File: config.mk
export PLATFORM = sky130hd
export DESIGN_NAME = opsd_top
export DESIGN_NICKNAME = d
export VERILOG_FILES = /design/src/hdl/opsd_pkg.sv /design/src/hdl/opsd_channel_div.sv /design/src/hdl/opsd_prescaler.sv /design/src/hdl/opsd_top.sv
export SDC_FILE = /design/constraint.sdc
export NUM_CORES = 1
export LEC_CHECK = 0
export BUFFER_PORTS_ARGS = -buffer_cell sky130_fd_sc_hd__buf_2
export CORE_ASPECT_RATIO = 1.4
export CORE_MARGIN = 2
export CORE_UTILIZATION = 53
export CTS_BUF_LIST = sky130_fd_sc_hd__clkbuf_8
export CTS_CLUSTER_DIAMETER = 200
export DETAILED_ROUTE_END_ITERATION = 12
export GPL_TIMING_DRIVEN = 0
export PLACE_DENSITY = 0.79
export SLEW_MARGIN = 20
export SYNTH_ARGS = -nofsm -noshare
export SYNTH_HDL_FRONTEND = slang
export SYNTH_HIERARCHICAL = 1
export SYNTH_SLANG_ARGS = --single-unit
File: constraint.sdc
create_clock -name pclk -period 4.2 [get_ports pclk]
set_input_delay 0.21 -clock pclk [delete_from_list [all_inputs] [get_ports pclk]]
set_output_delay 0.21 -clock pclk [all_outputs]
set_load 0.02 [all_outputs]
File: src/hdl/opsd_pkg.sv
// Purpose: Shared constants for the output PLL sync and distribution block
// Assumes: APB register bus, 32-bit data, printed offsets are register indices
// Notes: Byte address of each register is four times its index
package opsd_pkg;
    // ==========================================================
    // Register indices and byte address width
    localparam logic [11:0] IDX_PRESCALER_RATIO = 12'h434;
    localparam logic [11:0] IDX_SYNC_CONTROL = 12'h435;
    localparam logic [11:0] IDX_SYNC_MASKS = 12'h436;
    localparam logic [11:0] IDX_PRESCALER_RESET = 12'h433;
    localparam logic [11:0] IDX_PHASE_A = 12'h43A;
    localparam logic [11:0] IDX_PHASE_B = 12'h43E;
    localparam logic [11:0] IDX_STATUS = 12'h4F0;
    localparam logic [11:0] IDX_SYNC_CMD = 12'h4F1;
    localparam int ADDR_W = 14;
    // ==========================================================
    // Field positions
    localparam int RATIO_LSB = 0;
    localparam int RATIO_W = 4;
    localparam int SRC_SEL_BIT = 2;
    localparam int AUTO_LSB = 0;
    localparam int AUTO_W = 2;
    localparam int LOCK_OVR_BIT = 2;
    localparam int MASK_B_BIT = 1;
    localparam int MASK_A_BIT = 0;
    localparam int PRE_RST_BIT = 1;
    localparam int PHASE_W = 6;
    localparam int CMD_SYNC_BIT = 0;
    // ==========================================================
    // Reset values
    localparam logic [7:0] RST_RATIO = 8'h00;
    localparam logic [7:0] RST_SYNC_CONTROL = 8'h00;
    localparam logic [7:0] RST_SYNC_MASKS = 8'h00;
    localparam logic [7:0] RST_PRE_RESET = 8'h00;
    localparam logic [5:0] RST_PHASE = 6'h00;
    // ==========================================================
    // Automatic sync modes
    localparam logic [1:0] AUTO_OFF = 2'h0;
    localparam logic [1:0] AUTO_FREQ = 2'h1;
    localparam logic [1:0] AUTO_PHASE = 2'h2;
    // Divider widths
    localparam int CH_DIV_W = 10;
endpackage

File: src/hdl/opsd_channel_div.sv
// Purpose: One channel divider with sync reset, mask and initial phase
// Assumes: Advances on prescaler ticks; phase counts half input periods
// Notes: Masked channel free-runs and ignores sync
`timescale 1ns/1ps
module opsd_channel_div #(
    parameter int DIV_W = 10
)
(
    // Clock and reset
    input wire logic pclk,
    input wire logic presetn,
    // Control
    input wire logic tick,
    input wire logic sync_hold,
    input wire logic mask,
    input wire logic [5:0] phase,
    input wire logic [DIV_W-1:0] div_ratio,
    // Output
    output logic clk_out
);
    logic [DIV_W+1:0] half_ff;
    logic [DIV_W+1:0] nxt_half;
    logic out_ff;
    logic nxt_out;
    logic [DIV_W+1:0] period_halves;

    // Full period in half input periods, spare bit so the largest ratio fits
    assign period_halves = {1'b0, div_ratio, 1'b0} + {{DIV_W{1'b0}}, 2'b10};

    // ==========================================================
    // Half-period counter next state
    always_comb
    begin
        nxt_half = half_ff;
        nxt_out = out_ff;
        if (sync_hold && !mask)
        begin
            // Static sync state, loaded with the initial phase
            nxt_half = {{(DIV_W-4){1'b0}}, phase};
            nxt_out = 1'b0;
        end
        else if (tick)
        begin
            // Two half periods per input tick
            if (half_ff + 2'd2 >= period_halves)
            begin
                nxt_half = half_ff + 2'd2 - period_halves;
            end
            else
            begin
                nxt_half = half_ff + 2'd2;
            end
            nxt_out = (nxt_half < {2'b00, div_ratio} + 1'b1);
        end
    end

    // Divider registers
    always_ff @(posedge pclk or negedge presetn)
    begin
        if (!presetn)
        begin
            half_ff <= '0;
            out_ff <= 1'b0;
        end
        else
        begin
            half_ff <= nxt_half;
            out_ff <= nxt_out;
        end
    end

    assign clk_out = out_ff;
endmodule

File: src/hdl/opsd_prescaler.sv
// Purpose: Integer prescaler that divides the output PLL clock
// Assumes: Runs in the pclk domain; ratio codes 0 and 1 are undefined
// Notes: Emits a one-cycle tick per divided period
`timescale 1ns/1ps
module opsd_prescaler
(
    // Clock and reset
    input wire logic pclk,
    input wire logic presetn,
    // Control
    input wire logic hold,
    input wire logic [3:0] ratio,
    // Divided output
    output logic tick
);
    logic [3:0] cnt_ff;
    logic [3:0] nxt_cnt;
    logic tick_ff;
    logic nxt_tick;

    // ==========================================================
    // Counter next state
    always_comb
    begin
        nxt_cnt = cnt_ff + 4'h1;
        nxt_tick = 1'b0;
        if (hold)
        begin
            nxt_cnt = 4'h0;
        end
        else if (cnt_ff + 4'h1 >= ratio)
        begin
            nxt_cnt = 4'h0;
            nxt_tick = 1'b1;
        end
    end

    // Counter registers
    always_ff @(posedge pclk or negedge presetn)
    begin
        if (!presetn)
        begin
            cnt_ff <= 4'h0;
            tick_ff <= 1'b0;
        end
        else
        begin
            cnt_ff <= nxt_cnt;
            tick_ff <= nxt_tick;
        end
    end

    assign tick = tick_ff;
endmodule

File: src/hdl/opsd_top.sv
// Purpose: Output PLL prescaler, sync source and channel sync control
// Assumes: APB slave, 32-bit data, one clock pclk; status pins are async
// Notes: Register byte address is four times the register index
`timescale 1ns/1ps
// Summary of operation
// - The prescaler divides the PLL clock by the integer ratio in the low four ratio bits.
// - With the source bit clear the sync pulse is gated only by calibration and lock.
// - With the source bit set the sync pulse waits for the next active reference edge.
// - Auto sync field: 00 off, 01 on frequency lock, 10 on phase lock, 11 reserved.
// - With the lock override clear, sync waits until the PLL is calibrated and locked.
// - With the lock override set, sync is driven by the controls whatever the lock state.
// - Setting the channel B mask releases its divider at once so it toggles freely.
// - A masked channel B ignores all sync and does not gain driver enable.
// - Setting the channel A mask releases its divider at once so it toggles freely.
// - A masked channel A ignores all sync and does not gain driver enable.
// - Prescaler reset holds the prescaler while 1 and lets it run while 0.
// - After sync each divider starts at its programmed phase in half input periods.
module opsd_top #(
    parameter int CH_DIV_W = opsd_pkg::CH_DIV_W
)
(
    // APB slave
    input wire logic pclk,
    input wire logic presetn,
    input wire logic psel,
    input wire logic penable,
    input wire logic pwrite,
    input wire logic [opsd_pkg::ADDR_W-1:0] paddr,
    input wire logic [31:0] pwdata,
    output logic [31:0] prdata,
    output logic pready,
    output logic pslverr,
    // Asynchronous status from PLL and DPLL
    input wire logic pll_calibrated,
    input wire logic pll_locked,
    input wire logic dpll_freq_lock,
    input wire logic dpll_phase_lock,
    input wire logic active_ref,
    // Channel ratios from elsewhere
    input wire logic [CH_DIV_W-1:0] ch_a_ratio,
    input wire logic [CH_DIV_W-1:0] ch_b_ratio,
    // Outputs
    output logic prescaler_out,
    output logic channel_a_output,
    output logic channel_b_output,
    output logic sync_active
);
    // ==========================================================
    // Registers
    logic [7:0] ratio_ff, nxt_ratio;
    logic [7:0] sync_ctl_ff, nxt_sync_ctl;
    logic [7:0] masks_ff, nxt_masks;
    logic [7:0] pre_rst_ff, nxt_pre_rst;
    logic [5:0] phase_a_ff, nxt_phase_a;
    logic [5:0] phase_b_ff, nxt_phase_b;
    logic [31:0] prdata_ff, nxt_prdata;
    logic pready_ff, nxt_pready;
    logic pslverr_ff, nxt_pslverr;
    logic sw_sync;

    // Synchronisers for async inputs
    logic [4:0] s1_ff, s2_ff;
    logic ref_d_ff;
    logic freq_d_ff;
    logic phase_d_ff;

    // Sync state machine
    typedef enum logic [1:0] {ST_WAIT_PLL, ST_IDLE, ST_WAIT_REF, ST_HOLD} opsd_state_t;
    opsd_state_t state_ff, nxt_state;
    logic hold_ff, nxt_hold;
    logic pre_out_ff;

    logic wr_acc, rd_acc, acc;
    logic [11:0] idx;
    logic pll_ready, ref_edge, auto_trig, trig;
    logic pre_tick, ch_a_clk, ch_b_clk;

    // Register index decode
    function automatic logic idx_known(input logic [11:0] i);
        idx_known = (i == opsd_pkg::IDX_PRESCALER_RATIO) || (i == opsd_pkg::IDX_SYNC_CONTROL) ||
                    (i == opsd_pkg::IDX_SYNC_MASKS) || (i == opsd_pkg::IDX_PRESCALER_RESET) ||
                    (i == opsd_pkg::IDX_PHASE_A) || (i == opsd_pkg::IDX_PHASE_B) ||
                    (i == opsd_pkg::IDX_STATUS) || (i == opsd_pkg::IDX_SYNC_CMD);
    endfunction

    // ==========================================================
    // APB decode: one wait state; a write lands at the edge that sees pready
    assign acc = psel && penable && !pready_ff;
    assign wr_acc = psel && penable && pready_ff && pwrite && idx_known(idx);
    assign rd_acc = acc && !pwrite;
    assign idx = paddr[opsd_pkg::ADDR_W-1:2];
    assign sw_sync = wr_acc && (idx == opsd_pkg::IDX_SYNC_CMD) && pwdata[opsd_pkg::CMD_SYNC_BIT];

    // Register next values
    always_comb
    begin
        nxt_ratio = ratio_ff;
        nxt_sync_ctl = sync_ctl_ff;
        nxt_masks = masks_ff;
        nxt_pre_rst = pre_rst_ff;
        nxt_phase_a = phase_a_ff;
        nxt_phase_b = phase_b_ff;
        nxt_pready = acc;
        nxt_pslverr = acc && !idx_known(idx);
        nxt_prdata = 32'h0000_0000;
        if (wr_acc)
        begin
            case (idx)
                opsd_pkg::IDX_PRESCALER_RATIO: nxt_ratio = {4'h0, pwdata[3:0]};
                opsd_pkg::IDX_SYNC_CONTROL: nxt_sync_ctl = {5'h00, pwdata[2:0]};
                opsd_pkg::IDX_SYNC_MASKS: nxt_masks = {5'h00, pwdata[2:0]};
                opsd_pkg::IDX_PRESCALER_RESET: nxt_pre_rst = {6'h00, pwdata[1], 1'b0};
                opsd_pkg::IDX_PHASE_A: nxt_phase_a = pwdata[5:0];
                opsd_pkg::IDX_PHASE_B: nxt_phase_b = pwdata[5:0];
                default: nxt_ratio = ratio_ff;
            endcase
        end
        if (rd_acc)
        begin
            case (idx)
                opsd_pkg::IDX_PRESCALER_RATIO: nxt_prdata = {24'h000000, ratio_ff};
                opsd_pkg::IDX_SYNC_CONTROL: nxt_prdata = {24'h000000, sync_ctl_ff};
                opsd_pkg::IDX_SYNC_MASKS: nxt_prdata = {24'h000000, masks_ff};
                opsd_pkg::IDX_PRESCALER_RESET: nxt_prdata = {24'h000000, pre_rst_ff};
                opsd_pkg::IDX_PHASE_A: nxt_prdata = {26'h0000000, phase_a_ff};
                opsd_pkg::IDX_PHASE_B: nxt_prdata = {26'h0000000, phase_b_ff};
                opsd_pkg::IDX_STATUS: nxt_prdata = {25'h0000000, state_ff, hold_ff, s2_ff[3:0]};
                default: nxt_prdata = 32'h0000_0000;
            endcase
        end
    end

    // Register file
    always_ff @(posedge pclk or negedge presetn)
    begin
        if (!presetn)
        begin
            ratio_ff <= opsd_pkg::RST_RATIO;
            sync_ctl_ff <= opsd_pkg::RST_SYNC_CONTROL;
            masks_ff <= opsd_pkg::RST_SYNC_MASKS;
            pre_rst_ff <= opsd_pkg::RST_PRE_RESET;
            phase_a_ff <= opsd_pkg::RST_PHASE;
            phase_b_ff <= opsd_pkg::RST_PHASE;
            prdata_ff <= 32'h0000_0000;
            pready_ff <= 1'b0;
            pslverr_ff <= 1'b0;
        end
        else
        begin
            ratio_ff <= nxt_ratio;
            sync_ctl_ff <= nxt_sync_ctl;
            masks_ff <= nxt_masks;
            pre_rst_ff <= nxt_pre_rst;
            phase_a_ff <= nxt_phase_a;
            phase_b_ff <= nxt_phase_b;
            prdata_ff <= nxt_prdata;
            pready_ff <= nxt_pready;
            pslverr_ff <= nxt_pslverr;
        end
    end

    // ==========================================================
    // Two-flop synchronisers, then edge history from the second flop
    always_ff @(posedge pclk or negedge presetn)
    begin
        if (!presetn)
        begin
            s1_ff <= 5'h00;
            s2_ff <= 5'h00;
            ref_d_ff <= 1'b0;
            freq_d_ff <= 1'b0;
            phase_d_ff <= 1'b0;
        end
        else
        begin
            s1_ff <= {active_ref, dpll_phase_lock, dpll_freq_lock, pll_locked, pll_calibrated};
            s2_ff <= s1_ff;
            ref_d_ff <= s2_ff[4];
            freq_d_ff <= s2_ff[2];
            phase_d_ff <= s2_ff[3];
        end
    end

    // calibrate and lock gate; lock override bypasses it
    assign pll_ready = (s2_ff[0] && s2_ff[1]) || masks_ff[opsd_pkg::LOCK_OVR_BIT];
    assign ref_edge = s2_ff[4] && !ref_d_ff;

    // auto sync trigger on lock rising edge
    always_comb
    begin
        case (sync_ctl_ff[opsd_pkg::AUTO_LSB +: opsd_pkg::AUTO_W])
            opsd_pkg::AUTO_FREQ: auto_trig = s2_ff[2] && !freq_d_ff;
            opsd_pkg::AUTO_PHASE: auto_trig = s2_ff[3] && !phase_d_ff;
            default: auto_trig = 1'b0;
        endcase
    end
    assign trig = auto_trig || sw_sync;

    // ==========================================================
    // Sync sequencer next state
    always_comb
    begin
        nxt_state = state_ff;
        nxt_hold = hold_ff;
        case (state_ff)
            ST_WAIT_PLL:
            begin
                // dividers stay in sync until armed
                nxt_hold = 1'b1;
                if (pll_ready)
                begin
                    nxt_state = ST_IDLE;
                    nxt_hold = 1'b0;
                end
            end
            ST_IDLE:
            begin
                nxt_hold = 1'b0;
                if (!pll_ready)
                begin
                    nxt_state = ST_WAIT_PLL;
                    nxt_hold = 1'b1;
                end
                else if (trig && sync_ctl_ff[opsd_pkg::SRC_SEL_BIT])
                begin
                    nxt_state = ST_WAIT_REF;
                end
                else if (trig)
                begin
                    nxt_state = ST_HOLD;
                    nxt_hold = 1'b1;
                end
            end
            ST_WAIT_REF:
            begin
                if (ref_edge)
                begin
                    nxt_state = ST_HOLD;
                    nxt_hold = 1'b1;
                end
            end
            ST_HOLD:
            begin
                nxt_state = ST_IDLE;
                nxt_hold = 1'b0;
            end
            default:
            begin
                nxt_state = ST_WAIT_PLL;
                nxt_hold = 1'b1;
            end
        endcase
    end

    // Sequencer registers
    always_ff @(posedge pclk or negedge presetn)
    begin
        if (!presetn)
        begin
            state_ff <= ST_WAIT_PLL;
            hold_ff <= 1'b1;
            pre_out_ff <= 1'b0;
        end
        else
        begin
            state_ff <= nxt_state;
            hold_ff <= nxt_hold;
            pre_out_ff <= pre_tick;
        end
    end

    // ==========================================================
    // prescaler; held by prescaler reset
    opsd_prescaler u_pre
    (
        .pclk(pclk),
        .presetn(presetn),
        .hold(pre_rst_ff[opsd_pkg::PRE_RST_BIT]),
        .ratio(ratio_ff[opsd_pkg::RATIO_LSB +: opsd_pkg::RATIO_W]),
        .tick(pre_tick)
    );

    // common sync hold; phase; channel A mask
    opsd_channel_div #(.DIV_W(CH_DIV_W)) u_ch_a
    (
        .pclk(pclk),
        .presetn(presetn),
        .tick(pre_tick),
        .sync_hold(hold_ff),
        .mask(masks_ff[opsd_pkg::MASK_A_BIT]),
        .phase(phase_a_ff),
        .div_ratio(ch_a_ratio),
        .clk_out(ch_a_clk)
    );

    opsd_channel_div #(.DIV_W(CH_DIV_W)) u_ch_b
    (
        .pclk(pclk),
        .presetn(presetn),
        .tick(pre_tick),
        .sync_hold(hold_ff),
        .mask(masks_ff[opsd_pkg::MASK_B_BIT]),
        .phase(phase_b_ff),
        .div_ratio(ch_b_ratio),
        .clk_out(ch_b_clk)
    );

    assign prdata = prdata_ff;
    assign pready = pready_ff;
    assign pslverr = pslverr_ff;
    assign prescaler_out = pre_out_ff;
    assign channel_a_output = ch_a_clk;
    assign channel_b_output = ch_b_clk;
    assign sync_active = hold_ff;
endmodule
==> flow_metrics.py, run 1 <==
metrics = {
    "synthesis": {
        "synthAdderAreaFrac": 0.102,
        "yosysSeqAreaShare": 0.302,
        "synth-compound-area-share": 0.168,
        "synth-edff-count": 0,
        "async_flop_share": 1.00,
        "ys_warn_count": 6,
        "synth_top_family_by_area": "simple AND/OR/NAND/NOR gates",
        "synth-simple-area-share": 0.201,
        "synth_cell_type_count": 94,
        "netlist_area_um2": 6630,
        "ys.flop_type": "dfrtp_1",
        "yosys_register_bits": 80,
        "synth_xor_area_frac": 0.0736,
        "synthCells": 719,
        "avgSynthCellArea_um2": 9.22,
        "muxShareOfSynthArea": 0.0886,
    },
    "setup_path": {
        "crit_chain": "ha_4 > nand3_1 > xnor2_2 > ha_1 > nand2_1 > nor4_4 > o311ai_4 > a211oi_4 > or2_1 > buf_6 > mux2i_4 > ha_1 > o21a_1 > o21a_1 > o21a_1 > o21a_1 > o31ai_2 > a21oi_1 > o21ba_2 > a32o_2 > a2111oi_4",
        "cp_common_cell": "o21a_1",
        "cp-start-kind": "register",
        "path_class": "register to register",
        "arrival_ps": 4800,
        "end_kind": "register",
        "required_ps": 4460,
        "slowest_stage": "dfrtp_1",
        "crit_path_max_incr_delay_ps": 430,
        "critical_path.max_fanout": 5,
    },
    "flow_run": {
        "drv_cap": 0,
    },
    "timing": {
        "setup_tns_ps": -342,
        "skew_ps": 6.79,
        "finalMaxSlewViolations": 0,
        "max_freq_mhz": 220,
        "setup_violations": 1,
        "tightest_slew_ps": 771,
        "rsz0062_at_grt": "yes",
        "relSlewSlack": 0.481,
        "finalCritPeriodShare": 1.08,
        "hold_viol": 0,
        "setup_slack_ps": -342,
        "period_needed_ps": 4540,
    },
    "grt": {
        "grt_max_degree": 61,
        "grt.busiest_layer": "met2",
        "met3_usage": 0.0308,
        "grt_overflow": 0,
        "grt_pass1_wl_mm": 26.3,
        "grt_use_total": 0.241,
        "first_global_vias": 5774,
        "met1_usage": 0.274,
        "use_met2": 0.435,
        "antenna_found_initial": 0,
    },
    "floorplanning": {
        "fp.dieH_um": 136,
        "num_rows": 48,
        "io_pins": 114,
        "start_util": 0.541,
        "dieArea_um2": 13400,
        "core_area_um2": 12300,
        "die_w_um": 98.5,
    },
    "pwr": {
        "peakVddDrop_mv": 0.282,
        "power_density_nw_per_um2": 520,
        "p_leak_nw": 3.76,
    },
    "final_layout": {
        "fill_cells": 1035,
        "final_common_cell": "dfrtp_1",
        "design_area_um2": 7940,
        "syn_to_final_growth_pct": 19.9,
        "fin_cells": 994,
        "insertedDiodeCount": 0,
        "finalNetCount": 966,
        "regArea_um2": 2010,
        "drive_above_1_share": 0.282,
        "multiInputGateArea_um2": 4570,
        "final_cell_mix": "dfrtp_1, nand2_1, buf_2",
    },
    "clocking": {
        "cts_tree": "done",
        "ctsHtreeMaxLevel": 3,
        "cts_buffers": 9,
        "clkSlewWorstSetupHoldPaths_ps": 90,
        "clockBufferDepth": 2,
        "root_buffer": "clkbuf_8",
        "insertion_delay_ps": 360,
        "cts.sinks": 80,
    },
    "drt": {
        "drc": 0,
        "wl_per_cell_um": 16.1,
        "drt-total-wl_mm": 16.0,
        "drt_iter0_drc": 276,
        "vias": 5635,
        "via_per_inst": 5.67,
        "drt_pre_antenna_iters": 7,
        "final_antenna_net_count": 0,
    },
    "placement": {
        "gp_congestion": 0.941,
        "numPortBuffers": 59,
        "placed_area_um2": 7270,
        "hpwlAfterDp_mm": 11.9,
        "dp_cells": 953,
    },
    "hold_path": {
        "hp-class": "primary input to register",
    },
    "status": {
        "outcome": "complete, but fails checks",
        "violations": "negative setup slack",
    },
}
-- state kept, by name, summed over array words and instances, names as in the netlist, 3 cells and up --
name,count
masks_ff,3
u_ch_a/half_ff,12
prdata,7
phase_a_ff,6
phase_b_ff,6
s1_ff,5
ratio_ff,4
u_pre/cnt_ff,4
u_ch_b/half_ff,12
sync_ctl_ff,3
s2_ff,5
-- metrics by stage --
step,setup slack [ps],total power [mW],hold slack (ps),utilization
floorplan,-251,2.64,-85.6,-
detailed placement,-793,3.09,116,0.594
global placement,-717,3.03,318,0.591
global route,-586,4.44,113,0.648
CTS,-380,3.90,92.9,0.634
finish,-342,4.13,108,0.648
-- critical path: cells and delay by family (launching register included) --
| family | cells | cell delay [ps] |
|---|---|---|
| xor+xnor | 1 | 180 |
| buf+inv | 1 | 110 |
| simple gates | 4 | 610 |
| compound gates | 11 | 2070 |
| fa+ha+maj | 3 | 810 |
| mux | 1 | 230 |
| flops | 1 | 430 |
-- where the power goes --
group          leakage (nW)  switching [mW]  total [mW]  internal, mW
clock                 0.106           0.312       0.596         0.283
combinational          2.63            1.34        2.52          1.18
sequential             1.02           0.138        1.02         0.879
-- metal layers --
| layer | up-vias | wire length [um] |
|---|---|---|
| met1 | 2661 | 6430 |
| li1 | 2787 | - |
| met4 | 0 | 640 |
| met3 | 48 | 510 |
| met2 | 139 | 8370 |
| met5 | - | 0 |
-- path summary, 6_finish.rpt --
path | from | to | slack [ps] | cells after the start
max in group asynchronous | presetn | sync_active | 3300 | 3
worst min-delay path | pwdata[4] | phase_a_ff[4] | 110 | 2
worst min register to register | s1_ff[2] | s2_ff[2] | 360 | 0
worst max register to register | u_ch_a/half_ff[2] | u_ch_a/clk_out | -340 | 21
worst max-delay path | u_ch_a/half_ff[2] | u_ch_a/clk_out | -340 | 21
min in group asynchronous | presetn | s1_ff[3] | 270 | 2
-- area by class of cell --
class | count | share of cell area
Multi-Input combinational cell | 586 | 0.576
Sequential cell | 80 | 0.253
Timing Repair Buffer | 86 | 0.0674
Buffer | 42 | 0.0384
Tap cell | 150 | 0.0236
Inverter | 34 | 0.0161
Clock buffer | 9 | 0.0156
Clock inverter | 7 | 0.00977
-- synthesized netlist by cell type, drive strengths merged (4+ instances only) --
master / instances / share of area
and2: 5 / 0.0049
nor3: 19 / 0.017
nor2b: 12 / 0.011
o21a: 11 / 0.012
a211oi: 15 / 0.023
nand3b: 4 / 0.0045
nor4: 4 / 0.0060
nand3: 25 / 0.021
o21bai: 4 / 0.0045
o2111ai: 6 / 0.0079
buf: 33 / 0.037
o21ai: 39 / 0.029
ha: 49 / 0.093
dfrtp: 79 / 0.30
and3: 8 / 0.0085
nor3b: 6 / 0.0093
or2: 7 / 0.0066
xnor2: 29 / 0.039
a21o: 4 / 0.0045
nand4: 16 / 0.016
mux2i: 23 / 0.035
o31ai: 6 / 0.0068
o211ai: 7 / 0.0094
nor2: 60 / 0.035
nand2: 66 / 0.041
clkbuf: 10 / 0.0089
a21oi: 34 / 0.027
mux2: 28 / 0.054
inv: 34 / 0.019
xor2: 25 / 0.034
-- repair_timing --
item	in CTS	in global routing
endpoints found under the setup margin	2	2
pin swaps	20	23
hold endpoints to repair	25	0
hold buffers	6	0
resized for setup	22	25
buffers inserted	13	7
-- kinds of logic after synthesis --
family | count (synthesis)
simple gates | 245
buf+inv | 77
fa+ha+maj | 53
other cells | 1
compound gates | 158
mux | 51
xor+xnor | 54
flops | 80
Power figures use the tool's default switching activity.
==> run 2: changes to the inputs <==
Settings changed: PLACE_DENSITY 0.79 to 0.76.
==> run 2 against run 1 <==
The run still ends with negative setup slack left. Combinational power is essentially flat. Critical path type unchanged. Final area up 0.50%. Via count rose by 3.3%. Cell count increased by 0.10%.
==> flow_metrics.py, run 2 (synthesis gave the netlist of run 1 again) <==
metrics = {
    "pwr": {
        "power_density_nw_per_um2": 529,
        "p_leak_nw": 3.76,
        "peakVddDrop_mv": 0.326,
    },
    "drt": {
        "wl_met1_mm": 6.34,
        "drt_pre_antenna_iters": 8,
        "vias": 5820,
        "wl_per_cell_um": 17.0,
        "wl_met3_um": 701,
        "route.met2.wl_mm": 9.03,
        "final_antenna_net_count": 0,
        "highest_layer": "met4",
        "via_per_inst": 5.85,
        "drc": 0,
        "drt_iter0_drc": 262,
        "drt-total-wl_mm": 16.9,
    },
    "clocking": {
        "clkSlewWorstSetupHoldPaths_ps": 100,
        "cts_buffers": 9,
        "insertion_delay_ps": 360,
        "clockBufferDepth": 2,
        "root_buffer": "clkbuf_8",
        "cts_tree": "done",
        "ctsHtreeMaxLevel": 3,
        "cts.sinks": 80,
    },
    "grt": {
        "grt_overflow": 0,
        "grt_max_degree": 53,
        "grt_use_total": 0.252,
        "first_global_vias": 5881,
        "antenna_found_initial": 0,
        "grt_pass1_wl_mm": 27.4,
    },
    "setup_path": {
        "arrival_ps": 4930,
        "required_ps": 4450,
        "r2r_cells": 22,
        "path_class": "register to register",
        "end_kind": "register",
        "critical_path.max_fanout": 4,
        "cp-start-kind": "register",
    },
    "placement": {
        "gp_congestion": 0.953,
        "placed_area_um2": 7270,
        "hpwlAfterDp_mm": 12.6,
        "numPortBuffers": 59,
        "dp_slack_ps": -765,
        "dp_cells": 953,
    },
    "final_layout": {
        "syn_to_final_growth_pct": 20.5,
        "fin_util": 0.652,
        "final_cell_mix": "dfrtp_1, nand2_1, buf_2",
        "multiInputGateArea_um2": 4580,
        "drive_above_1_share": 0.285,
        "fill_cells": 971,
        "insertedDiodeCount": 0,
        "finalNetCount": 967,
        "fin_cells": 995,
        "final_common_cell": "dfrtp_1",
        "design_area_um2": 7980,
        "regArea_um2": 2010,
    },
    "timing": {
        "relSlewSlack": 0.422,
        "setup_slack_ps": -485,
        "skew_ps": 14.2,
        "max_freq_mhz": 213,
        "finalCritPeriodShare": 1.12,
        "period_needed_ps": 4680,
        "tightest_slew_ps": 860,
        "rsz0062_at_grt": "yes",
        "hold_viol": 0,
        "setup_tns_ps": -485,
        "finalMaxSlewViolations": 0,
        "setup_violations": 1,
    },
    "floorplanning": {
        "fp.dieH_um": 136,
        "num_rows": 48,
        "die_w_um": 98.5,
        "start_util": 0.541,
        "core_area_um2": 12300,
        "io_pins": 114,
        "dieArea_um2": 13400,
    },
    "status": {
        "violations": "negative setup slack",
        "outcome": "complete, but fails checks",
    },
    "flow_run": {
        "drv_cap": 0,
    },
    "hold_path": {
        "min_path_cells": 2,
        "hp-class": "primary input to register",
    },
}
==> run 2: routing by layer <==
metal	GRT usage	vias to the layer above
met1	0.272	2746
li1	-	2790
met3	0.0293	61
met4	0.154	0
met2	0.466	223
met5	0	-
==> run 2: stage by stage <==
| step | power, mW | hold slack, ps |
|---|---|---|
| final | 4.23 | 98.2 |
| after global routing | 4.54 | 104 |
| after CTS | 4.02 | 91.5 |
| after detailed placement | 3.12 | 159 |
| after global placement | 3.02 | 321 |
| after floorplan | 2.64 | -85.6 |
==> run 2: path summary, 6_finish.rpt <==
path | startpoint | endpoint | slack [ps]
setup / recovery | u_ch_a/half_ff[1] | u_ch_a/clk_out | -480
hold / removal | pwdata[4] | phase_b_ff[4] | 100
setup reg to reg | u_ch_a/half_ff[1] | u_ch_a/clk_out | -480
hold reg to reg | s1_ff[3] | s2_ff[3] | 350
max in group asynchronous | presetn | u_ch_a/half_ff[4] | 3310
min in group asynchronous | presetn | prdata[3] | 310
==> run 2: repair_timing <==
item | CTS | global route
hold buffers | 6 | 0
buffers inserted | 12 | 9
setup endpoints to repair | 2 | 2
cloned | 0 | 0
gates resized for setup | 28 | 20
pin swaps | 21 | 22
hold endpoints to repair | 32 | 0
==> run 2: worst max-delay path, stage by stage, from the launching register on <==
cell and delay, ps:
dfrtp_2 420, buf_4 160, nand3_2 110, xnor2_2 280, ha_4 260, o21a_1 110, o31ai_2 90, a21oi_2 150
o311ai_4 310, a211oi_4 130, or2_1 260, buf_6 130, mux2i_4 170, ha_1 290, o21a_1 110, o21a_1 160
o21a_1 160, o21a_1 220, o31ai_2 180, a21oi_1 100, o21ba_2 210, a32o_2 280, a2111oi_4 280
==> run 2: power breakdown <==
part	switching, mW	internal [mW]
logic	1.38	1.17
registers	0.135	0.879
clock network	0.315	0.347
==> run 2: final cells by class <==
type | count | share of cell area
Buffer | 42 | 0.0382
Clock buffer | 9 | 0.0155
Clock inverter | 7 | 0.0135
Inverter | 34 | 0.0160
Multi-Input combinational cell | 586 | 0.573
Sequential cell | 80 | 0.252
Tap cell | 150 | 0.0235
Timing Repair Buffer | 87 | 0.0680
